`src/logic/pmsc_map.svh`:
```
// command codes, field positions, reset values and limits of the status and mfr command bank
`ifndef PMSC_MAP_SVH
`define PMSC_MAP_SVH
// ****************************************
// command codes
// ****************************************
`define PMSC_CMD_IN_STATUS   8'h7c
`define PMSC_CMD_TEMP_STATUS 8'h7d
`define PMSC_CMD_LINK_STATUS 8'h7e
`define PMSC_CMD_RD_VIN      8'h88
`define PMSC_CMD_RD_VOUT     8'h8b
`define PMSC_CMD_RD_IOUT     8'h8c
`define PMSC_CMD_RD_TEMP     8'h8d
`define PMSC_CMD_REVISION    8'h98
`define PMSC_CMD_MOD_TYPE    8'hd0
`define PMSC_CMD_VO_GAIN     8'hd1
`define PMSC_CMD_VO_OFF      8'hd2
`define PMSC_CMD_VI_GAIN     8'hd3
`define PMSC_CMD_VI_OFF      8'hd4
`define PMSC_CMD_IO_GAIN     8'hd6
`define PMSC_CMD_IO_OFF      8'hd7
`define PMSC_CMD_FW_REV      8'hdb
`define PMSC_CMD_ARA_CFG     8'he0
`define PMSC_CMD_PG_POL      8'he2
`define PMSC_CMD_SERIAL      8'hf0
// ****************************************
// fields and values
// ****************************************
`define PMSC_IN_MASK         8'h98
`define PMSC_TEMP_MASK       8'hc0
`define PMSC_LINK_MASK       8'he0
`define PMSC_BIT_BAD_CMD     7
`define PMSC_BIT_BAD_DATA    6
`define PMSC_BIT_PEC         5
`define PMSC_REV_VALUE       8'h42
`define PMSC_WPE_BIT         1
`define PMSC_ARA_BIT         4
`define PMSC_PGPOL_BIT       0
`define PMSC_WPE_RST         1'b1
`define PMSC_ARA_RST         1'b0
`define PMSC_PGPOL_RST       1'b1
`define PMSC_GAIN_RST        16'h2000
`define PMSC_GAIN_MIN        16'h1999
`define PMSC_GAIN_MAX        16'h2666
`define PMSC_EXP_M12         5'h14
`define PMSC_EXP_M3          5'h1d
`define PMSC_SN_BYTES        12
`endif

```
`src/logic/pmsc_pkg.sv`:
```
// types shared by the status and mfr command bank
`default_nettype none
package pmsc_pkg;
  // condition levels from the power stage
  typedef struct packed {
    logic vin_ov;
    logic vin_uv;
    logic vin_low_off;
    logic overtemperature_fault;
    logic overtemperature_warning;
    logic power_good_output;
  } pmsc_cond_t;
  // sticky status bytes
  typedef struct packed {
    logic [7:0] in_st;
    logic [7:0] temp_st;
    logic [7:0] link_st;
  } pmsc_stat_t;
  // writable configuration
  typedef struct packed {
    logic        write_protect_enable;
    logic        ara;
    logic        pg_pol;
    logic [15:0] vo_gain;
    logic [15:0] vo_off;
    logic [15:0] vi_gain;
    logic [15:0] vi_off;
    logic [15:0] io_gain;
    logic [15:0] io_off;
  } pmsc_cfg_t;
  // answer to one command
  typedef struct packed {
    logic        valid;
    logic        refused;
    logic [15:0] data;
  } pmsc_rsp_t;
endpackage : pmsc_pkg
`default_nettype wire

```
`src/logic/pmsc_regs.sv`:
```
// command register bank: status bytes, telemetry, revision and mfr commands
`timescale 1ns/100ps
`default_nettype none
`include "pmsc_map.svh"
module pmsc_regs
  import pmsc_pkg::*;
#(
  parameter logic [5:0]  MODULE_CODE = 6'h15,    // arbitrary value
  parameter logic [15:0] FW_REV      = 16'h1101,
  parameter logic [15:0] IO_GAIN_RST = `PMSC_GAIN_RST,
  parameter logic [15:0] VO_OFF_RST  = 16'ha000,
  parameter logic [15:0] VI_OFF_RST  = 16'he800,
  parameter logic [15:0] IO_OFF_RST  = 16'he800
) (
  input  wire logic        I_SYS_CLK,
  input  wire logic        I_ARST_N,
  input  wire logic        I_CLK_EN,
  input  wire logic        I_CMD_VALID,
  input  wire logic        I_CMD_WRITE,
  input  wire logic [7:0]  I_CMD_CODE,
  input  wire logic [15:0] I_CMD_WDATA,
  input  wire logic [3:0]  I_CMD_BYTE_IDX,
  input  wire logic        I_PEC_ERROR,
  input  wire logic        I_VIN_OV,
  input  wire logic        I_VIN_UV,
  input  wire logic        I_VIN_LOW_OFF,
  input  wire logic        I_OVERTEMPERATURE_FAULT,
  input  wire logic        I_OVERTEMPERATURE_WARNING,
  input  wire logic        I_POWER_IS_GOOD,
  input  wire logic        I_ALERT_ACTIVE,
  input  wire logic [15:0] I_VIN_READING,
  input  wire logic [15:0] I_VOUT_READING,
  input  wire logic [15:0] I_IOUT_READING,
  input  wire logic [15:0] I_TEMP_READING,
  output logic             O_RSP_VALID,
  output logic             O_RSP_REFUSED,
  output logic [15:0]      O_RSP_DATA,
  output logic             O_ARA_ONLY,
  output logic             O_POWER_GOOD_OUTPUT,
  output logic             O_WRITE_PROTECT
);
  localparam int SN = `PMSC_SN_BYTES;

  // ****************************************
  // pin synchronisers
  // ****************************************
  pmsc_cond_t cond_m_q;
  pmsc_cond_t cond_q;
  pmsc_cond_t cond_pin;
  assign cond_pin = '{I_VIN_OV, I_VIN_UV, I_VIN_LOW_OFF, I_OVERTEMPERATURE_FAULT, I_OVERTEMPERATURE_WARNING, I_POWER_IS_GOOD};

  // first stage is read only by the second
  always_ff @(posedge I_SYS_CLK or negedge I_ARST_N) begin
    if (!I_ARST_N) begin
      cond_m_q <= '0;
      cond_q   <= '0;
    end else if (I_CLK_EN) begin
      cond_m_q <= cond_pin;
      cond_q   <= cond_m_q;
    end
  end

  // ****************************************
  // command decode
  // ****************************************
  pmsc_stat_t stat_q, stat_d;
  pmsc_cfg_t  cfg_q, cfg_d;
  pmsc_rsp_t  rsp_q, rsp_d;
  logic [7:0] sn_q [SN];
  logic [7:0] sn_d [SN];
  logic        known, ro, prot, data_ok, is_blk, idx_ok;
  logic [15:0] rd_word;
  logic        wr, accept, bad_cmd, bad_data;

  assign idx_ok = I_CMD_BYTE_IDX < 4'(SN);
  assign wr     = I_CMD_VALID & I_CMD_WRITE;

  // classify the command and build its read word
  always_comb begin
    known   = 1'b1;
    ro      = 1'b0;
    prot    = 1'b0;
    data_ok = 1'b1;
    is_blk  = 1'b0;
    rd_word = 16'h0000;
    case (I_CMD_CODE)
      `PMSC_CMD_IN_STATUS:   rd_word = {8'h00, stat_q.in_st};
      `PMSC_CMD_TEMP_STATUS: rd_word = {8'h00, stat_q.temp_st};
      `PMSC_CMD_LINK_STATUS: rd_word = {8'h00, stat_q.link_st};
      `PMSC_CMD_RD_VIN: begin
        ro      = 1'b1;
        rd_word = I_VIN_READING;
      end
      `PMSC_CMD_RD_VOUT: begin
        ro      = 1'b1;
        rd_word = I_VOUT_READING;
      end
      `PMSC_CMD_RD_IOUT: begin
        ro      = 1'b1;
        rd_word = I_IOUT_READING;
      end
      `PMSC_CMD_RD_TEMP: begin
        ro      = 1'b1;
        rd_word = I_TEMP_READING;
      end
      `PMSC_CMD_REVISION: begin
        ro      = 1'b1;
        rd_word = {8'h00, `PMSC_REV_VALUE};
      end
      `PMSC_CMD_MOD_TYPE: rd_word = {8'h00, MODULE_CODE, cfg_q.write_protect_enable, 1'b0};
      `PMSC_CMD_VO_GAIN, `PMSC_CMD_VI_GAIN, `PMSC_CMD_IO_GAIN: begin
        prot    = 1'b1;
        data_ok = (I_CMD_WDATA >= `PMSC_GAIN_MIN) && (I_CMD_WDATA <= `PMSC_GAIN_MAX);
        rd_word = (I_CMD_CODE == `PMSC_CMD_VO_GAIN) ? cfg_q.vo_gain :
                  (I_CMD_CODE == `PMSC_CMD_VI_GAIN) ? cfg_q.vi_gain : cfg_q.io_gain;
      end
      `PMSC_CMD_VO_OFF: begin
        prot    = 1'b1;
        data_ok = I_CMD_WDATA[15:11] == `PMSC_EXP_M12;
        rd_word = cfg_q.vo_off;
      end
      `PMSC_CMD_VI_OFF, `PMSC_CMD_IO_OFF: begin
        prot    = 1'b1;
        data_ok = I_CMD_WDATA[15:11] == `PMSC_EXP_M3;
        rd_word = (I_CMD_CODE == `PMSC_CMD_VI_OFF) ? cfg_q.vi_off : cfg_q.io_off;
      end
      `PMSC_CMD_FW_REV: begin
        ro      = 1'b1;
        rd_word = FW_REV;
      end
      `PMSC_CMD_ARA_CFG: rd_word = {11'h000, cfg_q.ara, 4'h0};
      `PMSC_CMD_PG_POL:  rd_word = {15'h0000, cfg_q.pg_pol};
      `PMSC_CMD_SERIAL: begin
        prot    = 1'b1;
        is_blk  = 1'b1;
        data_ok = idx_ok;
        rd_word = idx_ok ? {8'h00, sn_q[I_CMD_BYTE_IDX]} : 16'h0000;
      end
      default: known = 1'b0;
    endcase
  end

  // a protected write is refused whole while the protect bit is set
  assign accept   = wr & known & ~ro & data_ok & ~(prot & cfg_q.write_protect_enable);
  assign bad_cmd  = I_CMD_VALID & (~known | (wr & ro));
  assign bad_data = I_CMD_VALID & known & ~(wr & ro) & ~data_ok & (I_CMD_WRITE | is_blk)
                  | wr & known & ~ro & data_ok & prot & cfg_q.write_protect_enable;

  // ****************************************
  // sticky status
  // ****************************************
  logic [7:0] in_set, temp_set, link_set, in_clr, temp_clr, link_clr;

  // hardware set is ored in after the host clear, so a set in the clear cycle survives
  always_comb begin
    in_set   = {cond_q.vin_ov, 2'b00, cond_q.vin_uv, cond_q.vin_low_off, 3'b000};
    temp_set = {cond_q.overtemperature_fault, cond_q.overtemperature_warning, 6'h00};
    link_set = {bad_cmd, bad_data, I_PEC_ERROR, 5'h00};
    in_clr   = (accept && I_CMD_CODE == `PMSC_CMD_IN_STATUS)   ? I_CMD_WDATA[7:0] : 8'h00;
    temp_clr = (accept && I_CMD_CODE == `PMSC_CMD_TEMP_STATUS) ? I_CMD_WDATA[7:0] : 8'h00;
    link_clr = (accept && I_CMD_CODE == `PMSC_CMD_LINK_STATUS) ? I_CMD_WDATA[7:0] : 8'h00;
    stat_d.in_st   = ((stat_q.in_st & ~in_clr) | in_set) & `PMSC_IN_MASK;
    stat_d.temp_st = ((stat_q.temp_st & ~temp_clr) | temp_set) & `PMSC_TEMP_MASK;
    stat_d.link_st = ((stat_q.link_st & ~link_clr) | link_set) & `PMSC_LINK_MASK;
  end

  always_ff @(posedge I_SYS_CLK or negedge I_ARST_N) begin
    if (!I_ARST_N) begin
      stat_q <= '0;
    end else if (I_CLK_EN) begin
      stat_q <= stat_d;
    end
  end

  // ****************************************
  // configuration
  // ****************************************
  // calibration words are held in flops; persistence is up to the store logic outside
  always_comb begin
    cfg_d = cfg_q;
    if (accept) begin
      case (I_CMD_CODE)
        `PMSC_CMD_MOD_TYPE: cfg_d.write_protect_enable     = I_CMD_WDATA[`PMSC_WPE_BIT];
        `PMSC_CMD_VO_GAIN:  cfg_d.vo_gain = I_CMD_WDATA;
        `PMSC_CMD_VO_OFF:   cfg_d.vo_off  = I_CMD_WDATA;
        `PMSC_CMD_VI_GAIN:  cfg_d.vi_gain = I_CMD_WDATA;
        `PMSC_CMD_VI_OFF:   cfg_d.vi_off  = I_CMD_WDATA;
        `PMSC_CMD_IO_GAIN:  cfg_d.io_gain = I_CMD_WDATA;
        `PMSC_CMD_IO_OFF:   cfg_d.io_off  = I_CMD_WDATA;
        `PMSC_CMD_ARA_CFG:  cfg_d.ara     = I_CMD_WDATA[`PMSC_ARA_BIT];
        `PMSC_CMD_PG_POL:   cfg_d.pg_pol  = I_CMD_WDATA[`PMSC_PGPOL_BIT];
        default: cfg_d = cfg_q;
      endcase
    end
  end

  always_ff @(posedge I_SYS_CLK or negedge I_ARST_N) begin
    if (!I_ARST_N) begin
      cfg_q <= '{`PMSC_WPE_RST, `PMSC_ARA_RST, `PMSC_PGPOL_RST, `PMSC_GAIN_RST, VO_OFF_RST,
                 `PMSC_GAIN_RST, VI_OFF_RST, IO_GAIN_RST, IO_OFF_RST};
    end else if (I_CLK_EN) begin
      cfg_q <= cfg_d;
    end
  end

  // ****************************************
  // serial record, one byte per write
  // ****************************************
  for (genvar g = 0; g < SN; g++) begin : g_sn
    always_comb begin
      sn_d[g] = (accept && is_blk && I_CMD_BYTE_IDX == 4'(g)) ? I_CMD_WDATA[7:0] : sn_q[g];
    end
    always_ff @(posedge I_SYS_CLK or negedge I_ARST_N) begin
      if (!I_ARST_N) begin
        sn_q[g] <= 8'h00;
      end else if (I_CLK_EN) begin
        sn_q[g] <= sn_d[g];
      end
    end
  end

  // ****************************************
  // answer and pins
  // ****************************************
  logic pg_pin_q, pg_pin_d;

  // answer one cycle after the command; writes answer zero data
  always_comb begin
    rsp_d.valid   = I_CMD_VALID;
    rsp_d.refused = I_CMD_VALID & (bad_cmd | bad_data);
    rsp_d.data    = (I_CMD_VALID && !I_CMD_WRITE && known) ? rd_word : 16'h0000;
    pg_pin_d      = ~(cond_q.power_good_output ^ cfg_q.pg_pol);
  end

  always_ff @(posedge I_SYS_CLK or negedge I_ARST_N) begin
    if (!I_ARST_N) begin
      rsp_q    <= '0;
      pg_pin_q <= 1'b0;
    end else if (I_CLK_EN) begin
      rsp_q    <= rsp_d;
      pg_pin_q <= pg_pin_d;
    end
  end

  assign O_RSP_VALID         = rsp_q.valid;
  assign O_RSP_REFUSED       = rsp_q.refused;
  assign O_RSP_DATA          = rsp_q.data;
  assign O_POWER_GOOD_OUTPUT = pg_pin_q;
  assign O_WRITE_PROTECT     = cfg_q.write_protect_enable;
  assign O_ARA_ONLY          = cfg_q.ara & I_ALERT_ACTIVE;
endmodule : pmsc_regs
`default_nettype wire

```
`config.mk`:
```
export PLATFORM = sky130hd
export DESIGN_NAME = pmsc_regs
export DESIGN_NICKNAME = d
export VERILOG_FILES = /design/src/logic/pmsc_pkg.sv /design/src/logic/pmsc_regs.sv
export VERILOG_INCLUDE_DIRS = /design/src /design/src/logic
export SDC_FILE = /design/constraint.sdc
export NUM_CORES = 1
export LEC_CHECK = 0
export BUFFER_PORTS_ARGS = -buffer_cell sky130_fd_sc_hd__clkbuf_2
export CORE_MARGIN = 10
export CORE_UTILIZATION = 53
export CTS_CLUSTER_DIAMETER = 200
export DETAILED_ROUTE_END_ITERATION = 10
export MAX_ROUTING_LAYER = met4
export PLACE_DENSITY = 0.76
export REMOVE_ABC_BUFFERS = 1
export SYNTH_ARGS = -nofsm -noshare
export SYNTH_HDL_FRONTEND = slang
export SYNTH_SLANG_ARGS = --single-unit
```
`constraint.sdc`:
```
create_clock -name I_SYS_CLK -period 2.14 [get_ports I_SYS_CLK]
set_input_delay 0.428 -clock I_SYS_CLK [delete_from_list [all_inputs] [get_ports I_SYS_CLK]]
set_output_delay 0.428 -clock I_SYS_CLK [all_outputs]
set_load 0.1 [all_outputs]
```
==> out/results.txt, run 1 <==
The run finished, with violations left. The final reports fail on setup timing. TritonCTS built the clock tree. For the worst setup path, the data arrival time is 2790 ps. The most frequently used flop master after synthesis is sky130_fd_sc_hd__dfrtp_1.

The total count of hold-check failures in the final report was 0. The largest single stage delay on the critical path is 460 ps. The share of the clock period used by the worst path was 1.108.

The latest clock arrival within the worst-skew pair was 530 ps; the maximum number of buffers from clock root to sink was 3. The slew of the pin with the lowest slew margin was 637.4 ps; the combined buffer and inverter count along the critical path was 1. Power spread over the standard cell area amounts to 616.5 nW/µm².

The number of buffer cells added on primary ports is 125. The run gives 0.9848 as the weighted congestion at the end of routability-driven global placement. The depth of the CTS H-tree is 1. The root buffer cell chosen for the clock tree is sky130_fd_sc_hd__clkbuf_16. The final total power is 9.576 mW, and the proportion of power drawn by flip-flops and latches is 0.469. Dividing the detail-routed wire length by the instance count gives 26.41 µm. After detailed routing, the number of remaining DRC violations is 0. The floorplan has 53 rows. The area growth from synthesis to layout is 34.89%. The starting density of the core is 0.5426. Setup violations remaining at the end of the flow were counted as 188. The wire length reported by the detailed router is 38510 µm, and the internal power consumption is 7.268 mW. Pin placement for this block handled 126 I/O pins. The first global-routing pass estimated 54060 µm of wire.

The logs give 0.441 for the clock share of power and 0 for the number of warning messages in the yosys log. The smallest clock period supported by the final layout is computed as 2371 ps. The min-delay analysis places its worst path in the category in -> reg.

Of all nets on the critical path, the largest fanout is 8. The required time at the endpoint of the critical path was 2550 ps; the net switching fraction of the power was 0.2410. The relative contribution of combinational cells to total power came out at 0.090.

The count of max-cap constraint violations is 0, and the share of final-layout standard cells stronger than drive strength 1 is 0.5288. Family with the most delay on the worst path: simple AND/OR/NAND/NOR gates. Yosys mapped a number of flops with a built-in enable equal to 0.

The max-slew headroom at the worst pin was 0.5711. The height of the chip is 167.4 µm, and the summed negative setup slack over all endpoints is -26870 ps. The tools report the element type at the critical path start as a primary input. The clock-pin slew reported for the worst setup and hold paths after clock tree synthesis is 60 ps.

The routed layout has 9324 vias. After synthesis, the netlist uses 71 different library cells. The number of max-slew violations in the final report was 0; the final worst clock skew was 24.27 ps.

The pre-antenna-repair detailed-routing pass consisted of 8 iterations. The run gives 2 as the initial antenna violation count. For the placeable core area, the log shows 21220 µm². The HPWL after detailed placement is 25570 µm.

Utilization after layout: 0.7320. The mapped netlist covers 11510 µm². For this run, the top clock speed supported by timing is 421.8 MHz. From left edge to right edge, the die measures 167.4 µm. The number of storage elements in the synthesis netlist works out to 234. The run gives 0 as the residual overflow from global routing. Number of nets still failing antenna checks after routing: 0. In this run the power spent charging and discharging nets is 2.308 mW. Hold is met by 144.9 ps. The logs give 7.546 nW for the leakage power of the design and -231.0 ps for the post-layout worst setup margin. Setup repair after global routing could not meet its margin everywhere.

The logs give 54 for the maximum number of pins on one net before global-route repair and 9320 for the number of global-route vias before repair. The net count of the finished layout is 1270. In this run, CTS created clock tree buffers numbering 24. The average via count per standard cell was 6.395.

The cell count after synthesis came out at 902. Fraction of registers with async set/reset: 1.000. The critical path is of the in -> reg type. The layout has 1282 filler cells. Traced cell by cell, the critical path runs through clkbuf_16, nor4_4, and3_4, a21oi_2, a221o_1, or4_4, or3_4, mux2_4.

The slowest stage of the critical path belongs to the cell sky130_fd_sc_hd__or4_4. The detailed router finished its first iteration with 1234 violations. The clock drives 234 sinks.

Category of the worst setup path capture point: a flip-flop. The area of the die was 28020 µm²; the average footprint of a synthesized cell was 12.77 µm². The global-route total usage across every layer was 0.2479.

The worst-case IR drop observed on VDD is 0.5953 mV. The sequential share of the synthesized area is 0.5102.
through the flow:
step | instances | cell area (µm²) | setup slack (ps)
after floorplan | 833 | 11180 | -940.7
after global placement | 1403 | 13790 | -918.3
after detailed placement | 1403 | 13790 | -979.0
after CTS | 1451 | 14790 | -240.1
after global routing | 1458 | 15530 | -300.9
final | 1458 | 15530 | -231.0
power groups by stage:
stage	registers, mW	logic (mW)	clock network, mW
floorplan	4.62	0.166	0
global placement	4.57	0.774	0
detailed placement	4.57	0.784	0
CTS	4.49	0.814	4.23
global route	4.50	0.909	4.44
finish	4.49	0.858	4.23
worst paths after layout:
check	startpoint	slack, ps	cells after the start	end
setup / recovery	I_CMD_CODE[1]	-230	8	sn_q[94]$_DFFE_PN0P_
hold / removal	I_PEC_ERROR	140	2	stat_q[5]$_DFFE_PN0P_
setup reg to reg	O_WRITE_PROTECT$_DFFE_PN1P_	-10	4	sn_q[94]$_DFFE_PN0P_
hold reg to reg	O_RSP_DATA[15]$_DFFE_PN0P_	480	1	O_RSP_DATA[15]$_DFFE_PN0P_
max in group asynchronous	I_ARST_N	1020	3	sn_q[2]$_DFFE_PN0P_
min in group asynchronous	I_ARST_N	410	2	O_RSP_DATA[9]$_DFFE_PN0P_
layer usage:
metal | vias to the layer above | global-route usage | part of all wire
li1 | 3904 | - | -
met1 | 4730 | 0.3309 | 0.40
met2 | 574 | 0.3747 | 0.47
met3 | 116 | 0.04026 | 0.096
met4 | 0 | 0.09349 | 0.042
met5 | - | - | 0
cell usage after synthesis (3+ instances only):
master / count / area, µm²
sky130_fd_sc_hd__nand3_2: 3 / 30.03
sky130_fd_sc_hd__nor2_1: 13 / 48.80
sky130_fd_sc_hd__mux4_2: 24 / 540.5
sky130_fd_sc_hd__a32oi_1: 6 / 52.55
sky130_fd_sc_hd__mux2_4: 8 / 120.1
sky130_fd_sc_hd__nand4_1: 5 / 31.28
sky130_fd_sc_hd__buf_1: 6 / 22.52
sky130_fd_sc_hd__nor2_2: 9 / 56.30
sky130_fd_sc_hd__a22o_1: 7 / 61.31
sky130_fd_sc_hd__mux2_2: 187 / 2106
sky130_fd_sc_hd__nand2b_1: 17 / 106.4
sky130_fd_sc_hd__buf_2: 8 / 40.04
sky130_fd_sc_hd__o21ai_0: 9 / 45.04
sky130_fd_sc_hd__and2_1: 15 / 93.84
sky130_fd_sc_hd__a221oi_1: 8 / 70.07
sky130_fd_sc_hd__a222oi_1: 4 / 40.04
sky130_fd_sc_hd__o22ai_1: 9 / 56.30
sky130_fd_sc_hd__o211ai_1: 15 / 112.6
sky130_fd_sc_hd__a22oi_1: 18 / 135.1
sky130_fd_sc_hd__and3_1: 10 / 62.56
sky130_fd_sc_hd__nor2b_1: 4 / 25.02
sky130_fd_sc_hd__inv_1: 12 / 45.04
sky130_fd_sc_hd__a211o_1: 3 / 26.28
sky130_fd_sc_hd__nand3_1: 20 / 100.1
sky130_fd_sc_hd__a21o_1: 3 / 22.52
sky130_fd_sc_hd__dfrtp_1: 219 / 5480
sky130_fd_sc_hd__dfstp_2: 15 / 394.1
sky130_fd_sc_hd__o2bb2ai_1: 15 / 131.4
sky130_fd_sc_hd__a21oi_1: 23 / 115.1
sky130_fd_sc_hd__or3_1: 3 / 18.77
sky130_fd_sc_hd__nand2_2: 3 / 18.77
sky130_fd_sc_hd__mux2i_1: 24 / 240.2
sky130_fd_sc_hd__nor3_1: 8 / 40.04
sky130_fd_sc_hd__clkbuf_1: 46 / 172.7
sky130_fd_sc_hd__buf_6: 8 / 90.09
sky130_fd_sc_hd__nor4_1: 6 / 37.54
sky130_fd_sc_hd__a221o_1: 8 / 80.08
sky130_fd_sc_hd__nand2_1: 56 / 210.2
sky130_fd_sc_hd__and4_1: 3 / 26.28
cell type report:
type | count | area, µm² | share of cell area
timing repair buffer | 306 | 2480 | 0.1597
multi-input combinational | 585 | 5991 | 0.3857
clock buffer | 37 | 730.7 | 0.04704
antenna | 1 | 2.502 | 0.0001611
clock inverter | 6 | 57.56 | 0.003705
tap | 275 | 344.1 | 0.02215
inverter | 14 | 52.55 | 0.003383
sequential | 234 | 5874 | 0.3782
repair_timing:
action,4_1_cts,5_1_grt
buffers inserted,9,10
endpoints found under the hold margin,43,0
gates resized for setup,37,178
hold buffers,1,0
cloned,0,1
endpoints found under the setup margin,198,193
pin swaps,10,19
sequential cells by signal, indices dropped and copies added, names as in the netlist, 6 cells and up:
register	flops
cfg_q	98
sn_q	96
O_RSP_DATA	16
stat_q	8
cond_m_q	6
cond_q	6
cells by family after synthesis:
group / synth area share
muxes: 0.2611
DFF: 0.5102
and+or+nand+nor: 0.1001
AOI/OAI and AO/OA: 0.09312
buffers and inverters: 0.03325
xor gates and xnor gates: 0.002282
cells in the final DEF, fill, tap and decap left out, types with 15 or more instances in the layout:
cell                        netlist  routed
sky130_fd_sc_hd__o2bb2ai_1       15      15
sky130_fd_sc_hd__nand2b_1        17      17
sky130_fd_sc_hd__nand3_1         20      20
sky130_fd_sc_hd__dfrtp_1        219     219
sky130_fd_sc_hd__dfstp_2         15      15
sky130_fd_sc_hd__nand2_1         56      56
sky130_fd_sc_hd__o211ai_1        15      15
sky130_fd_sc_hd__a22oi_1         18      18
sky130_fd_sc_hd__mux4_2          24      24
sky130_fd_sc_hd__buf_12           0      28
sky130_fd_sc_hd__mux2i_1         24      24
sky130_fd_sc_hd__a21oi_1         23      22
sky130_fd_sc_hd__and2_1          15      15
sky130_fd_sc_hd__clkbuf_16        0      27
sky130_fd_sc_hd__buf_6            8      15
sky130_fd_sc_hd__buf_4            0     140
sky130_fd_sc_hd__mux2_4           8     145
sky130_fd_sc_hd__mux2_2         187      50
sky130_fd_sc_hd__clkbuf_2         1     116
Note: power is estimated with default switching activity, not from simulation.
==> run 2, diff against run 1 <==
--- a/config.mk
+++ b/config.mk
@@ -7,10 +7,12 @@
 export NUM_CORES = 1
 export LEC_CHECK = 0
 export BUFFER_PORTS_ARGS = -buffer_cell sky130_fd_sc_hd__clkbuf_2
+export CORE_ASPECT_RATIO = 0.7
 export CORE_MARGIN = 10
 export CORE_UTILIZATION = 53
 export CTS_CLUSTER_DIAMETER = 200
 export DETAILED_ROUTE_END_ITERATION = 10
+export GPL_TIMING_DRIVEN = 0
 export MAX_ROUTING_LAYER = met4
 export PLACE_DENSITY = 0.76
 export REMOVE_ABC_BUFFERS = 1
==> run 2 against run 1 <==
Compared with the run above: the run still ends with setup timing left; sequential power barely moved; sequential cell count did not move; count of clock-buffer cells in the layout fell by 1; total power fell by 2.0%; routed wire length rose by 6.1%; first-iteration DRC count rose by 16%; critical path type unchanged; largest cell class unchanged.
==> out/results.txt, run 2 (same netlist as run 1, synthesis figures left out) <==
The run finished, with violations left. The final reports fail on setup timing. The latest clock arrival within the worst-skew pair came out at 540 ps (about the same). The largest register by flop count is cfg_q. The largest stage delay on the critical path is 560 ps (+100 ps). The cell chosen for the clock root was sky130_fd_sc_hd__clkbuf_16. The logs give 3050 ps (+260 ps) for the worst path arrival time and 9.387 mW (-2.0%) for the final total power. The x dimension of the die was 196.2 µm (+17%). For the number of nets at the end of the flow, the log shows 1180 (-7.1%). For the global routing usage on met3, the log shows 0.07426 (+0.03399). The highest clock rate is 376.6 MHz (-11%), and the detailed-route DRC error count is 0 (unchanged). The maximum number of buffers from clock root to sink was 3 (unchanged); the weighted congestion at the end of routability-driven global placement was 0.9266 (-5.9%). The standard-cell row count was 45 (-15%); the area of the die was 28120 µm² (+0.34%). The global routing stage identified its most utilized layer as met2. The number of buffer cells added on primary ports is 125 (unchanged), and the finished layout cell area is 14900 µm² (-4.1%). The I/O pin count was 126 (unchanged). The average via count per standard cell is 6.959 (+8.8%).

The tools report the residual overflow from global routing as 0 (unchanged). The post-DP HPWL was 21160 µm (-17%). The summed negative setup slack over all endpoints came out at -77640 ps (-50770 ps). The type of the setup path with the least slack was in -> reg. The run gives 0 (unchanged) as the count of max-cap constraint violations.

The initial antenna violation count came out at 1 (-1). The run gives 1317 (+2.7%) as the layout filler cell count. The time the final worst path needs with I/O delays and setup works out to 2656 ps (+284.6 ps). Setup repair after global routing could not meet its margin everywhere. For the first-iteration detailed-routing DRC count, the log shows 1436 (+16%).

The total number of vias is 9568 (+2.6%). The setup-violating endpoint count in the final report is 211 (+12%). The clock-pin slew reported for the worst setup and hold paths after clock tree synthesis is 60 ps (about the same). The tightest min-delay check is of the in -> reg type. The number of nets still failing antenna checks after routing was 0 (unchanged); the growth of design area from synthesis to finish was 29.41%.

The number of CTS-inserted buffers was 23 (-4.2%). For the depth of the CTS H-tree, the log shows 1 (unchanged). The run gives 0 (unchanged) as the number of max-slew violations in the final report.

STA classifies the critical path startpoint as a primary input. The wire length of the first global-routing pass is 56810 µm (+5.1%). In the layout the commonest cells are sky130_fd_sc_hd__dfrtp_1, sky130_fd_sc_hd__mux2_4, sky130_fd_sc_hd__clkbuf_2, sky130_fd_sc_hd__mux2_2, sky130_fd_sc_hd__nand2_1. The number of global-route vias before repair came out at 9377 (+0.61%). The placeable core area is 21510 µm² (+1.4%), and the met1 capacity usage during global routing is 0.3499 (+0.01900).

Number of flip-flops under the largest register name: 98 (unchanged). The max-slew headroom at the worst pin came out at 0.3066 (-0.2645). The signal on the critical path passes through clkbuf_16, nand2b_4, a21oi_1, o211a_1, a221o_2, buf_6, or4_4, nor3_4, buf_6, mux2_4. The highest net fanout along the worst path is 16 (+8). The wire length reported by the detailed router is 40870 µm (+6.1%).

The CTS sink count was 234 (unchanged). The total power divided by cell area came out at 629.9 nW/µm² (+2.2%). For the final worst clock skew, the log shows 36.19 ps (+11.91 ps).

The maximum vdd drop was 0.5185 mV (-13%); the required time at the endpoint of the critical path was 2530 ps (-20 ps). The area after detailed placement is 12290 µm² (-11%). The run gives 149.6 ps (+4.702 ps) as the final hold slack. The most common cell type on the critical path was sky130_fd_sc_hd__buf_6. For the total iterations of the first detailed-routing run, the log shows 6 (-2). Family with the most delay on the worst path: simple AND/OR/NAND/NOR gates. The tools report the post-layout worst setup margin as -515.6 ps (-284.6 ps). The met2 track demand over resource in global routing was 0.3736 (-0.001067). Leading cell type in the layout, fill and taps excluded: sky130_fd_sc_hd__dfrtp_1. The category of the worst setup path capture point was a flip-flop. The run gives 7.045 nW (-6.6%) as the leakage power of the design. The master of the slowest instance on the critical path was sky130_fd_sc_hd__or4_4.

The maximum number of pins on one net before global-route repair was 100 (+85%); the global-route total usage across every layer was 0.2657 (+0.01786). The height of the chip works out to 143.3 µm (-14%). The slew of the pin with the lowest slew margin was 1034 ps (+397.0 ps); the detailed-route wire length per cell was 29.72 µm (+13%). For the total count of hold-check failures in the final report, the log shows 0 (unchanged). The share of final-layout standard cells stronger than drive strength 1 is 0.5055 (-0.02327). The utilization after layout came out at 0.6928 (-0.03911).

The share of the clock period used by the worst path came out at 1.241 (+0.1330). TritonCTS built the clock tree. The run gives 0.5354 (-0.007260) as the starting density of the core. The combined buffer and inverter count along the critical path came out at 3 (+2).
==> run 2: cell types whose count changed in the layout (fill, tap and decap cells not counted), sizes merged <==
| cell | previous run | this run |
|---|---|---|
| clkbuf | 156 | 161 |
| buf | 186 | 88 |
| nand3 | 23 | 24 |
| inv | 13 | 14 |
| clkinvlp | 1 | 0 |
| nand2 | 59 | 61 |
==> run 2: power by group <==
| group | leakage [nW] | internal [mW] | total, mW | switching [mW] |
|---|---|---|---|---|
| Clock | 0.369 | 2.32 | 4.11 | 1.79 |
| Sequential | 3.14 | 4.47 | 4.49 | 0.0268 |
| Combinational | 3.53 | 0.256 | 0.781 | 0.525 |
==> run 2: metrics by stage <==
stage	setup slack [ps]	cells
after floorplan	-940.7	833
after global placement	-3984	1240
after detailed placement	-2284	1247
after CTS	-441.0	1358
after global routing	-554.2	1375
final	-515.6	1375
==> run 2: timing repair <==
action	CTS	global route
cloned	7	0
endpoints found under the setup margin	220	211
endpoints found under the hold margin	42	0
hold buffers	1	0
pin swaps	24	21
setup buffers	61	17
gates resized for setup	156	108
==> run 2: final cells by class <==
class | instances | area [µm²] | area share
sequential | 234 | 5874 | 0.3942
clock inverter | 6 | 62.56 | 0.004198
antenna | 1 | 2.502 | 0.0001679
inverter | 14 | 52.55 | 0.003526
multi-input combinational | 588 | 6127 | 0.4112
clock buffer | 36 | 684.4 | 0.04593
tap | 282 | 352.8 | 0.02368
timing repair buffer | 214 | 1745 | 0.1171
==> run 2: path summary, 6_finish.rpt <==
check                                                 start                   endpoint  slack [ps]  cells after the start
min in group asynchronous                          I_ARST_N  O_RSP_DATA[4]$_DFFE_PN0P_         410                      2
worst max register to register  O_WRITE_PROTECT$_DFFE_PN1P_       sn_q[26]$_DFFE_PN0P_        -240                      6
worst min-delay path                I_OVERTEMPERATURE_FAULT    cond_m_q[2]$_DFFE_PN0P_         150                      2
max in group asynchronous                          I_ARST_N      cfg_q[46]$_DFFE_PN1P_         410                      4
worst max-delay path                          I_CMD_CODE[2]       sn_q[26]$_DFFE_PN0P_        -520                     10
worst min register to register        cfg_q[94]$_DFFE_PN0P_      cfg_q[94]$_DFFE_PN0P_         480                      1
==> run 2: per-layer routing <==
metal	wire length [µm]	share of wire
met1	15330	0.38
met2	17560	0.43
met3	5669	0.14
met4	2314	0.057
met5	0	0
